==> src/ssr_consts.svh <==
// Purpose: Register offsets, field positions and reset values
// Assumes: 32-bit APB, one aligned word per register
// Notes: Definitions only
`ifndef SSR_CONSTS_SVH
`define SSR_CONSTS_SVH

// ==========================================================
// Register byte offsets
`define SSR_OFF_CTRL 12'h000
`define SSR_OFF_TXH 12'h004
`define SSR_OFF_RXH 12'h008
`define SSR_OFF_RSH 12'h00c
`define SSR_OFF_TSH 12'h010
`define SSR_OFF_CMP0 12'h014
`define SSR_OFF_CMP1 12'h018
`define SSR_OFF_STAT 12'h01c
`define SSR_OFF_IEN 12'h020
`define SSR_OFF_IDIS 12'h024

// ==========================================================
// Register select codes
`define SSR_SEL_CTRL 4'h0
`define SSR_SEL_TXH 4'h1
`define SSR_SEL_RXH 4'h2
`define SSR_SEL_RSH 4'h3
`define SSR_SEL_TSH 4'h4
`define SSR_SEL_CMP0 4'h5
`define SSR_SEL_CMP1 4'h6
`define SSR_SEL_STAT 4'h7
`define SSR_SEL_IEN 4'h8
`define SSR_SEL_IDIS 4'h9
`define SSR_SEL_NONE 4'hf

// ==========================================================
// Control register fields
`define SSR_CTRL_TXON 0
`define SSR_CTRL_RXON 1
`define SSR_CTRL_WB_LO 4
`define SSR_CTRL_WB_HI 8
`define SSR_CTRL_SL_LO 12
`define SSR_CTRL_SL_HI 15
`define SSR_CTRL_PAYLOAD 16
`define SSR_CTRL_EDGE 17

// ==========================================================
// Status bit positions
`define SSR_ST_TX_FREE 0
`define SSR_ST_ALL_SENT 1
`define SSR_ST_TX_DONE 2
`define SSR_ST_TX_ZERO 3
`define SSR_ST_RX_AVAIL 4
`define SSR_ST_RX_OVER 5
`define SSR_ST_RX_DONE 6
`define SSR_ST_RX_ZERO 7
`define SSR_ST_CMP0 8
`define SSR_ST_CMP1 9
`define SSR_ST_TX_SYNC 10
`define SSR_ST_RX_SYNC 11

// ==========================================================
// Reset values
`define SSR_WBITS_RST 5'h07
`define SSR_FLAGS_RST 12'h000
`define SSR_MASK_RST 12'h000

`endif

==> src/ssr_pkg.sv <==
// Purpose: Types shared by the serial status register block
// Assumes: Constants come from ssr_consts.svh
// Notes: Types only
package ssr_pkg;

   // ==========================================================
   // Transmit sequencer states
   typedef enum logic [1:0] {TX_IDLE, TX_SYNC, TX_DATA} ssr_tx_e;

   // ==========================================================
   // APB request and answer
   typedef struct packed {
      logic psel;
      logic penable;
      logic pwrite;
      logic [11:0] paddr;
      logic [31:0] pwdata;
   } ssr_apb_req_s;

   typedef struct packed {
      logic [31:0] prdata;
      logic pready;
      logic pslverr;
   } ssr_apb_rsp_s;

   // ==========================================================
   // Whole module state
   typedef struct packed {
      logic tx_on;
      logic rx_on;
      logic [4:0] wbits;
      logic [3:0] sync_len;
      logic payload_on;
      logic edge_sel;
      logic [31:0] holding;
      logic holding_full;
      logic [31:0] shifter;
      logic [15:0] sync_sh;
      logic [4:0] cnt;
      ssr_tx_e tx_st;
      logic [15:0] tx_sync_word;
      logic [15:0] cmp0;
      logic [15:0] cmp1;
      logic [31:0] rx_hold;
      logic rx_fresh;
      logic [15:0] rx_sync_word;
      logic [11:0] flags;
      logic [11:0] imask;
      logic [2:0] lk;
      logic [2:0] rf;
      logic tx_pin;
      logic fs_pin;
      logic fs_d;
      logic [31:0] prdata;
      logic pslverr;
   } ssr_state_s;

endpackage : ssr_pkg

==> src/ssr_regs.sv <==
// Purpose: Serial controller status, holding and interrupt register set
// Assumes: APB slave on pclk, link clock sampled as a plain input
// Notes: Read data captured in setup phase, answered with no wait state
//
// How it works
// - Transmit holding word is write-only, 32 bits, taken right aligned.
// - Status bit 0 reads 0 while a written word waits, else 1.
// - Status bit 1 reads 1 once the last word fully left or its frame was abandoned.
// - Bit 2 sets when transmit count hits zero, clears on count write.
// - Bits 3 and 7 are 1 only when both counters are zero.
// - Bit 4 sets when a received word lands in the holding register.
// - Bit 5 sets on a load over an unread word, cleared by status read.
// - Bit 6 sets when receive count hits zero, clears on count write.
// - Bits 8 and 9 record compare matches; status read clears them.
// - Bits 10 and 11 record sync events; status read clears them.
// - Bits 16 and 17 show transmitter and receiver enabled.
// - Writing 1 to the enable register enables that source.
// - Writing 1 to the disable register disables that source.
// - Enable and disable bits match status bits 0 to 11.
// - Receive sync word reads in bits 15 to 0, upper bits zero.
// - Transmit sync word is read-write in bits 15 to 0.
// - Two read-write 16-bit compare values drive matches 0 and 1.
// - With payload on, sync word bits go out during the sync pulse.
// - Transmit sync event on rising edge for select 0, falling for 1.
//
// The implementer's own choices: the address map and register access over APB.
`timescale 1ns/1ps
`include "ssr_consts.svh"

module ssr_regs
   import ssr_pkg::*;
(
   input wire logic pclk, // System clock
   input wire logic presetn, // Async reset, active low
   input wire ssr_apb_req_s apb_req, // APB request from master
   output ssr_apb_rsp_s apb_rsp, // APB answer
   input wire logic link_clk_pin, // Serial clock from the link
   input wire logic rx_frame_sync_pin, // Receive frame sync pin
   input wire logic rx_load, // Receiver delivers a word, pulse
   input wire logic [31:0] rx_word, // Received word, right aligned
   input wire logic rx_sync_load, // Receiver delivers sync data, pulse
   input wire logic [15:0] rx_sync_in, // Received sync data
   input wire logic tx_dma_count_zero, // Transmit count is zero
   input wire logic tx_dma_next_count_zero, // Transmit next count zero
   input wire logic tx_dma_count_written, // Transmit count write, pulse
   input wire logic rx_dma_count_zero, // Receive count is zero
   input wire logic rx_dma_next_count_zero, // Receive next count zero
   input wire logic rx_dma_count_written, // Receive count write, pulse
   output logic tx_data_pin, // Serial data out
   output logic tx_frame_sync_pin, // Transmit frame sync out
   output logic irq // Interrupt request, active high
);

   // ==========================================================
   // Address decode
   function automatic logic [3:0] reg_sel(input logic [11:0] a);
      logic [3:0] r;
      r = `SSR_SEL_NONE;
      case (a)
         `SSR_OFF_CTRL: r = `SSR_SEL_CTRL;
         `SSR_OFF_TXH: r = `SSR_SEL_TXH;
         `SSR_OFF_RXH: r = `SSR_SEL_RXH;
         `SSR_OFF_RSH: r = `SSR_SEL_RSH;
         `SSR_OFF_TSH: r = `SSR_SEL_TSH;
         `SSR_OFF_CMP0: r = `SSR_SEL_CMP0;
         `SSR_OFF_CMP1: r = `SSR_SEL_CMP1;
         `SSR_OFF_STAT: r = `SSR_SEL_STAT;
         `SSR_OFF_IEN: r = `SSR_SEL_IEN;
         `SSR_OFF_IDIS: r = `SSR_SEL_IDIS;
         default: r = `SSR_SEL_NONE;
      endcase
      return r;
   endfunction : reg_sel

   ssr_state_s s;
   ssr_state_s next_s;

   logic setup;
   logic access;
   logic [3:0] sel;
   logic [31:0] stat;
   logic [31:0] rd_val;
   logic link_fall;
   logic tx_sync_ev;
   logic rx_sync_ev;
   logic tx_all_sent;
   logic [11:0] ev;
   logic [11:0] clr;

   // ==========================================================
   // Bus phase and decode
   assign setup = apb_req.psel & ~apb_req.penable;
   assign access = apb_req.psel & apb_req.penable;
   assign sel = reg_sel(apb_req.paddr);

   // Link edges seen only behind the second sampling flop
   assign link_fall = s.lk[2] & ~s.lk[1];
   assign rx_sync_ev = s.edge_sel ? (s.rf[2] & ~s.rf[1])
                                  : (~s.rf[2] & s.rf[1]);
   assign tx_sync_ev = s.edge_sel ? (s.fs_d & ~s.fs_pin)
                                  : (~s.fs_d & s.fs_pin);

   // Nothing waiting and the shifter has finished its last bit or had its frame abandoned
   assign tx_all_sent = ~s.holding_full & (s.tx_st == TX_IDLE);

   // ==========================================================
   // Live status word; sticky bits come from the flag register
   always_comb
   begin
      stat = '0;
      stat[`SSR_ST_TX_FREE] = ~s.holding_full;
      stat[`SSR_ST_ALL_SENT] = tx_all_sent;
      stat[`SSR_ST_TX_DONE] = s.flags[`SSR_ST_TX_DONE];
      stat[`SSR_ST_TX_ZERO] = tx_dma_count_zero
                              & tx_dma_next_count_zero;
      stat[`SSR_ST_RX_AVAIL] = s.flags[`SSR_ST_RX_AVAIL];
      stat[`SSR_ST_RX_OVER] = s.flags[`SSR_ST_RX_OVER];
      stat[`SSR_ST_RX_DONE] = s.flags[`SSR_ST_RX_DONE];
      stat[`SSR_ST_RX_ZERO] = rx_dma_count_zero
                              & rx_dma_next_count_zero;
      stat[11:8] = s.flags[11:8];
      stat[16] = s.tx_on;
      stat[17] = s.rx_on;
   end

   // ==========================================================
   // Read mux; reserved bits read as zero
   always_comb
   begin
      rd_val = '0;
      case (sel)
         `SSR_SEL_CTRL: rd_val = {14'h0, s.edge_sel, s.payload_on,
                                  s.sync_len, 3'h0, s.wbits, 2'h0,
                                  s.rx_on, s.tx_on};
         `SSR_SEL_RXH: rd_val = s.rx_hold;
         `SSR_SEL_RSH: rd_val = {16'h0, s.rx_sync_word};
         `SSR_SEL_TSH: rd_val = {16'h0, s.tx_sync_word};
         `SSR_SEL_CMP0: rd_val = {16'h0, s.cmp0};
         `SSR_SEL_CMP1: rd_val = {16'h0, s.cmp1};
         `SSR_SEL_STAT: rd_val = stat;
         default: rd_val = '0; // Write-only and unmapped read zero
      endcase
   end

   // ==========================================================
   // Sticky flag events and clears
   always_comb
   begin
      ev = `SSR_FLAGS_RST;
      clr = `SSR_FLAGS_RST;
      ev[`SSR_ST_TX_DONE] = tx_dma_count_zero;
      ev[`SSR_ST_RX_AVAIL] = rx_load;
      ev[`SSR_ST_RX_DONE] = rx_dma_count_zero;
      ev[`SSR_ST_CMP0] = rx_load & (rx_word[15:0] == s.cmp0);
      ev[`SSR_ST_CMP1] = rx_load & (rx_word[15:0] == s.cmp1);
      ev[`SSR_ST_TX_SYNC] = tx_sync_ev;
      ev[`SSR_ST_RX_SYNC] = rx_sync_ev;
      clr[`SSR_ST_TX_DONE] = tx_dma_count_written;
      clr[`SSR_ST_RX_DONE] = rx_dma_count_written;
      // Holding read drops ready unless a newer word arrived since
      if (access && !apb_req.pwrite && sel == `SSR_SEL_RXH)
         clr[`SSR_ST_RX_AVAIL] = ~s.rx_fresh;
      // Status read clears only the bits the reader actually saw
      if (access && !apb_req.pwrite && sel == `SSR_SEL_STAT)
      begin
         clr[`SSR_ST_RX_OVER] = s.prdata[`SSR_ST_RX_OVER];
         clr[11:8] = s.prdata[11:8];
      end
      // A load onto an unread word that is not being read now
      ev[`SSR_ST_RX_OVER] = rx_load & s.flags[`SSR_ST_RX_AVAIL]
                            & ~clr[`SSR_ST_RX_AVAIL];
   end

   // ==========================================================
   // Next state
   always_comb
   begin
      next_s = s;

      // Two flops on each pin before anything looks at it
      next_s.lk = {s.lk[1:0], link_clk_pin};
      next_s.rf = {s.rf[1:0], rx_frame_sync_pin};
      next_s.fs_d = s.fs_pin;

      // Set wins over clear so no event is lost
      next_s.flags = (s.flags & ~clr) | ev;

      // Receive side captures
      if (rx_load)
      begin
         next_s.rx_hold = rx_word;
         next_s.rx_fresh = 1'b1;
      end
      if (rx_sync_load)
         next_s.rx_sync_word = rx_sync_in;

      // Transmit sequencer, one bit per falling link edge
      if (link_fall)
      begin
         case (s.tx_st)
            TX_IDLE:
            begin
               next_s.tx_pin = 1'b0;
               if (s.tx_on && s.holding_full)
               begin
                  next_s.shifter = s.holding;
                  next_s.holding_full = 1'b0;
                  next_s.tx_st = TX_SYNC;
                  next_s.fs_pin = 1'b1;
                  next_s.cnt = {1'b0, s.sync_len};
                  next_s.sync_sh = s.tx_sync_word >> 1;
                  // Sync pulse carries the payload or the idle level
                  next_s.tx_pin = s.payload_on & s.tx_sync_word[0];
               end
            end
            TX_SYNC:
            begin
               if (s.cnt == 5'h00)
               begin
                  next_s.tx_st = TX_DATA;
                  next_s.fs_pin = 1'b0;
                  next_s.cnt = s.wbits;
                  next_s.tx_pin = s.shifter[0];
                  next_s.shifter = s.shifter >> 1;
               end
               else
               begin
                  next_s.cnt = s.cnt - 5'h01;
                  next_s.tx_pin = s.payload_on & s.sync_sh[0];
                  next_s.sync_sh = s.sync_sh >> 1;
               end
            end
            TX_DATA:
            begin
               if (s.cnt == 5'h00)
               begin
                  // Costs one idle link period between frames
                  next_s.tx_st = TX_IDLE;
                  next_s.tx_pin = 1'b0;
               end
               else
               begin
                  next_s.cnt = s.cnt - 5'h01;
                  next_s.tx_pin = s.shifter[0];
                  next_s.shifter = s.shifter >> 1;
               end
            end
            default:
            begin
               next_s.tx_st = TX_IDLE;
               next_s.fs_pin = 1'b0;
            end
         endcase
      end

      // Disabling the transmitter abandons the frame at once
      if (!s.tx_on)
      begin
         next_s.tx_st = TX_IDLE;
         next_s.fs_pin = 1'b0;
         next_s.tx_pin = 1'b0;
      end

      // Setup phase: capture the answer so read effects match it
      if (setup)
      begin
         next_s.prdata = apb_req.pwrite ? 32'h0 : rd_val;
         next_s.pslverr = (sel == `SSR_SEL_NONE);
         if (!apb_req.pwrite && sel == `SSR_SEL_RXH)
            next_s.rx_fresh = rx_load;
      end

      // Access phase writes; read-only targets ignore them
      if (access && apb_req.pwrite)
      begin
         case (sel)
            `SSR_SEL_CTRL:
            begin
               next_s.tx_on = apb_req.pwdata[`SSR_CTRL_TXON];
               next_s.rx_on = apb_req.pwdata[`SSR_CTRL_RXON];
               next_s.wbits =
                  apb_req.pwdata[`SSR_CTRL_WB_HI:`SSR_CTRL_WB_LO];
               next_s.sync_len =
                  apb_req.pwdata[`SSR_CTRL_SL_HI:`SSR_CTRL_SL_LO];
               next_s.payload_on = apb_req.pwdata[`SSR_CTRL_PAYLOAD];
               next_s.edge_sel = apb_req.pwdata[`SSR_CTRL_EDGE];
            end
            `SSR_SEL_TXH:
            begin
               // Full word kept; the shifter sends the low bits
               next_s.holding = apb_req.pwdata;
               next_s.holding_full = 1'b1;
            end
            `SSR_SEL_TSH: next_s.tx_sync_word = apb_req.pwdata[15:0];
            `SSR_SEL_CMP0: next_s.cmp0 = apb_req.pwdata[15:0];
            `SSR_SEL_CMP1: next_s.cmp1 = apb_req.pwdata[15:0];
            `SSR_SEL_IEN:
               next_s.imask = s.imask | apb_req.pwdata[11:0];
            `SSR_SEL_IDIS:
               next_s.imask = s.imask & ~apb_req.pwdata[11:0];
            default: next_s.imask = next_s.imask;
         endcase
      end
   end

   // ==========================================================
   // State register; every source masked out at reset
   always_ff @(posedge pclk or negedge presetn)
   begin
      if (!presetn)
      begin
         s <= '0;
         s.wbits <= `SSR_WBITS_RST;
         s.flags <= `SSR_FLAGS_RST;
         s.imask <= `SSR_MASK_RST;
      end
      else
         s <= next_s;
   end

   // ==========================================================
   // Outputs; zero wait state, answer held in flops
   assign apb_rsp.prdata = s.prdata;
   assign apb_rsp.pslverr = s.pslverr & apb_req.penable;
   assign apb_rsp.pready = apb_req.penable;
   assign tx_data_pin = s.tx_pin;
   assign tx_frame_sync_pin = s.fs_pin;
   assign irq = |(stat[11:0] & s.imask);

endmodule : ssr_regs

==> config.mk <==
export PLATFORM = sky130hd
export DESIGN_NAME = ssr_regs
export DESIGN_NICKNAME = d
export VERILOG_FILES = /design/src/ssr_pkg.sv /design/src/ssr_regs.sv
export VERILOG_INCLUDE_DIRS = /design/src
export SDC_FILE = /design/constraint.sdc
export NUM_CORES = 1
export LEC_CHECK = 0
export ABC_AREA = 1
export CAP_MARGIN = 20
export CELL_PAD_IN_SITES_DETAIL_PLACEMENT = 2
export CELL_PAD_IN_SITES_GLOBAL_PLACEMENT = 2
export CORE_AREA = 2 2 184 186
export CTS_CLUSTER_SIZE = 12
export DETAILED_ROUTE_END_ITERATION = 8
export DIE_AREA = 0 0 186 188
export DONT_BUFFER_PORTS = 1
export GPL_TIMING_DRIVEN = 0
export PLACE_DENSITY_LB_ADDON = 0.1
export SLEW_MARGIN = 20
export SYNTH_ARGS = -nofsm -noshare
export SYNTH_HDL_FRONTEND = slang
export SYNTH_SLANG_ARGS = --single-unit
==> constraint.sdc <==
create_clock -name pclk -period 2.4 [get_ports pclk]
set_input_delay 0.24 -clock pclk [delete_from_list [all_inputs] [get_ports pclk]]
set_output_delay 0.24 -clock pclk [all_outputs]
set_load 0.1 [all_outputs]
Word-level counts from Yosys, hierarchy flattened
Cells that the tools add are included.
Widths: inputs -> output; s select.
{ "word_totals": {"register_bits": 264, "inputBits": 107, "out_inout_bits": 37, "elab_cells": 158} }
{ "classes": {"addsub": 1, "eq_ne": 33, "n_mux": 37, "bitwise": 33, "reduce_logical": 27} }
{ "ops": {"columns": ["op", "count"], "rows": [
  ["$pmux 32 s7", 1],
  ["$mux 56", 2],
  ["$mux 32", 3],
  ["$pmux 32 s3", 1],
  ["$eq 12x5->1 const B", 4],
  ["$pmux 4 s10", 1],
  ["$and 12x12->12", 3],
  ["$eq 16x16->1", 2],
  ["$pmux 16 s2", 1],
  ["$eq 12x4->1 const B", 2],
  ["$eq 12x6->1 const B", 2],
  ["$not 12->12", 2],
  ["$or 12x12->12", 2],
  ["$pmux 12 s2", 1],
  ["$and 1x1->1", 17],
  ["$eq 4x3->1 const B", 4],
  ["$mux 16", 1],
  ["$reduce_and 4->1", 4],
  ["$pmux 5 s3", 1],
  ["$reduce_and 2->1", 7],
  ["$mux 1", 13],
  ["$eq 12x3->1 const B", 1],
  ["$eq 4x4->1 const B", 3],
  ["$logic_not 12->1", 1],
  ["other kinds (25)", 52]
]} }

Depth between registers and ports, before layout
{ "depth": {"ltp_word": 8, "ltp_mapped": 11} }

Least setup slack after synthesis
No wires, ideal clock.
{ "synth_path": {"path_kind": "reg-to-output", "from": "reg s[163] (netlist name)", "to": "out irq", "t_arrival_ns": 1.817, "setup_slack_ns": 0.343, "path_stages_with_launch": 7, "cell_sequence": "dfrtp_1 -> inv_1 -> ha_1 -> inv_1 -> nor2_1 -> a221oi_1 -> nand3_1"} }
{ "synth_via": {"elab_chain_len": 4} }
{ "synth_lines": {"columns": ["element", "line", "text"], "rows": [
  ["start: declaration", "ssr_regs.sv:75", "ssr_state_s s;"],
  ["start signal: assignment", "ssr_regs.sv:318", "s <= next_s;"],
  ["$logic_not 2->1", "ssr_regs.sv:104", "assign tx_all_sent = ~s.holding_full & (s.tx_st == TX_IDLE);"],
  ["$and 1x1->1", "ssr_regs.sv:104", null],
  ["$and 12x12->12", "ssr_regs.sv:328", "assign irq = |(stat[11:0] & s.imask);"],
  ["$reduce_or 12->1", "ssr_regs.sv:328", null],
  ["end: declaration", "ssr_regs.sv:51", "output logic irq"]
]} }
Every way passes these cells.

Final worst setup path
Ends and elaborated chain as after synthesis.

==> out/results.md <==
- result of the run: finished with violations
- violated checks: hold timing
- CTS buffer count: 31
- fraction of power spent switching nets: 23.6%
- total routed wirelength: 48.7 mm
- post-detailed-route DRC marker count: 0
- Met2 Wirelength: 24.3 mm
- fraction of layout cells with a size suffix above 1: 9.81%
- number of different library cells in the post-synthesis netlist: 43
- reported net switching power: 2.32 mW
- number of max-capacitance violations reported: 0
- final instance count without filler cells: 2091
- maximum net fanout on the critical path: 4
- RR Endpoint: s[172]$_DFFE_PN0P_
- max layer used: met4
- ANT nets after route: 0
- Period Utilization, post-route: 99.0%
- DRC marker count from the first detailed-route iteration: 668
- total routing resource utilization after global routing: 28.3%
- total overflow reported by the global router: 0
- number of global-route vias before repair: 12600
- largest area contributor in the netlist: sky130_fd_sc_hd__dfrtp_1
- area fraction of the dominant cell type after synthesis: 52.0%
- routed wire length on met3: 2.05 mm
- clock tree sinks: 259
- Synth area leaders: sky130_fd_sc_hd__dfrtp_1 52%, sky130_fd_sc_hd__nand2_1 12%, sky130_fd_sc_hd__o21ai_0 8.6%
- flip-flop and latch count after synthesis: 259
- critical path required time: 2160 ps
- total nets after synthesis: 1611
- type of element launching the critical path: flip-flop
- global-route wire length before repair: 74.7 mm
- final setup violation count: 0
- clock insertion delay at the later pin of the skew report: 570 ps
- Synthesis Warnings: 0
- nature of the critical path endpoint: primary output
- Leakage Power: 7.03 nW
- starting density of the core: 37.2%
- number of synthesized flops with an enable pin: 0
- Min Clock Period, post-route: 2380 ps
- part of the total power dissipated in combinational logic: 4.7%
- placed wire-length estimate after detailed placement: 32.7 mm
- routability cong.: 0.901
- relative area change from synthesis to final layout: 20.4%
- number of pins with negative max-slew slack in the final report: 0
- routed length per placed instance: 23.3 µm
- total number of placement rows: 67
- post-cts hold buffer count: 81
- Total Die Area: 35000 µm²
- most frequently used flop master after synthesis: sky130_fd_sc_hd__dfrtp_1
- antenna violations before repair: 1
- sum of routed wire segments on met1: 20.9 mm
- Power Dens Cells: 663 nW/µm²
- class of the most critical hold timing path: in2async
- async set-or-reset flop fraction in the synthesized netlist: 100%
- number of failing hold endpoints at the final stage: 260
- Max-slew headroom: 29.3%
- Placed Cells: 1947
- total via count after detailed routing: 11200
- average cell area after synthesis: 8.22 µm²
- number of instances in the synthesized netlist: 1499
- number of iterations in the first detailed-routing pass: 5
- most common library cells after synthesis: 403 x sky130_fd_sc_hd__nand2_1, 256 x sky130_fd_sc_hd__dfrtp_1, 212 x sky130_fd_sc_hd__o21ai_0, 142 x sky130_fd_sc_hd__inv_1, 142 x sky130_fd_sc_hd__nand3_1
- most used standard cell by instance count after synthesis: sky130_fd_sc_hd__nand2_1
- Core Footprint: 33100 µm²
- worst-case clock buffer depth: 3
- Die H: 188 µm
- number of fillers in the final layout: 3704
- die outline width: 186 µm
- sequential fraction of design power: 45.8%
- number of buffer cells added on primary ports: 0
- launching point of the worst reg2reg path: s[163]$_DFFE_PN0P_
- Worst-path clk slew: 60 ps
- worst clock skew: 12.6 ps
- share of the yosys chip area belonging to registers: 52.6%
- Design Power: 9.84 mW
- maximum number of pins on one net before global-route repair: 260
- largest vdd supply drop: 0.000556 V
- H-tree levels: 1
- part of the total power dissipated in the clock network: 49.5%
- Arrival @ worst endpoint: 2140 ps
- net count of the finished layout: 1729
- R2R setup slack: 210 ps
- area of the mapped netlist: 12300 µm²
- worst hold slack: -633 ps
- root buffer cell: sky130_fd_sc_hd__clkbuf_16
- vias per inst: 5.36
- Internal Power: 7.52 mW
- classification of the worst setup path: reg2out
- worst-margin pin slew: 1060 ps
- highest clock rate: 421 MHz
- I/O Pins: 144
- clock tree from TritonCTS: done
- depth of the worst register-to-register path: 8
[worst max-delay path by stage]
stage | startpoint | end | slack, ps | depth (start not counted)
3_3_place_gp | s[163]$_DFFE_PN0P_ | irq | -190 | 6
3_5_place_dp | s[163]$_DFFE_PN0P_ | irq | -180 | 6
2_1_floorplan | s[163]$_DFFE_PN0P_ | irq | 340 | 6
5_1_grt | s[163]$_DFFE_PN0P_ | irq | -30 | 6
6_report | s[163]$_DFFE_PN0P_ | irq | 20 | 6
4_1_cts | s[164]$_DFFE_PN0P_ | irq | 3 | 6
[cell type report]
class                           count  area, µm²  area share, %
Antenna cell                        1       2.50         0.0169
Buffer                            102        539           3.63
Clock buffer                       40        880           5.93
Clock inverter                     18        178           1.20
Inverter                          146        548           3.69
Multi-Input combinational cell    990       4790           32.3
Sequential cell                   259       6480           43.7
Tap cell                          448        561           3.78
Timing Repair Buffer               87        856           5.77
[cells in the final DEF (no fill, tap or decap), drive strengths merged, types with 5 or more instances in the layout]
cell type / count
nand2: 404
dfrtp: 256
o21ai: 219
inv: 147
nand3: 142
nor2: 103
dlygate4sd3: 81
clkbuf: 76
buf: 72
mux2: 26
a21oi: 20
a22oi: 16
clkinv: 12
o22ai: 10
xor2: 8
nor3: 6
nand4: 5
ha: 5
[registers in the layout (all words and copies together), names as in the netlist]
register	cells
next_s	4
apb_rsp	32
s	221
tx_data_pin	1
tx_frame_sync_pin	1
[through the flow]
step / util (%) / area [µm²] / setup WS, ps / TNS, ps
after floorplan: - / 12300 / 343 / 0
after global placement: 38.9 / 12900 / -185 / -925
after detailed placement: 38.9 / 12900 / -177 / -1760
after CTS: 44.7 / 14800 / 3.03 / 0
after global routing: 44.8 / 14800 / -28.2 / -28.2
final: 44.8 / 14800 / 23.9 / 0
[critical path: stages, from the launching register on]
cell and delay, ps:
sky130_fd_sc_hd__dfrtp_1 370, sky130_fd_sc_hd__inv_1 80, sky130_fd_sc_hd__ha_2 230, sky130_fd_sc_hd__inv_2 90
sky130_fd_sc_hd__nor2_2 80, sky130_fd_sc_hd__a221oi_4 360, sky130_fd_sc_hd__nand3_4 360
[routing by layer]
layer,vias to the layer above,track usage [%]
met1,5790,36.8
met3,88,4.06
li1,5067,-
met5,-,0
met4,0,7.78
met2,263,48.9
[power by group through the flow]
| stage | combinational (mW) | clock (mW) | sequential [mW] |
|---|---|---|---|
| finish | 0.460 | 4.88 | 4.51 |
| global route | 0.496 | 5.15 | 4.51 |
| CTS | 0.449 | 4.98 | 4.50 |
| detailed placement | 0.331 | 0 | 4.58 |
| global placement | 0.317 | 0 | 4.58 |
| floorplan | 0.211 | 0 | 4.56 |
[what timing repair did]
| item | 4_1_cts | 5_1_grt |
|---|---|---|
| endpoints found under the hold margin | 353 | 259 |
| pin swaps | 1 | 2 |
| buffers inserted | 1 | 5 |
| gates resized for setup | 8 | 4 |
| setup endpoints to repair | 16 | 43 |
[cells by family after synthesis]
| family | count (synthesis) | share of synthesized area (%) |
|---|---|---|
| XOR/XNOR | 11 | 0.782 |
| multiplexers | 26 | 2.38 |
| buffers and inverters | 250 | 8.87 |
| adder cells (fa/ha/maj) | 5 | 0.508 |
| flip-flops | 259 | 52.6 |
| AO/OA/AOI/OAI | 285 | 12.5 |
| AND/OR/NAND/NOR | 663 | 22.3 |
No activity file was read; power rests on OpenSTA's default activity.
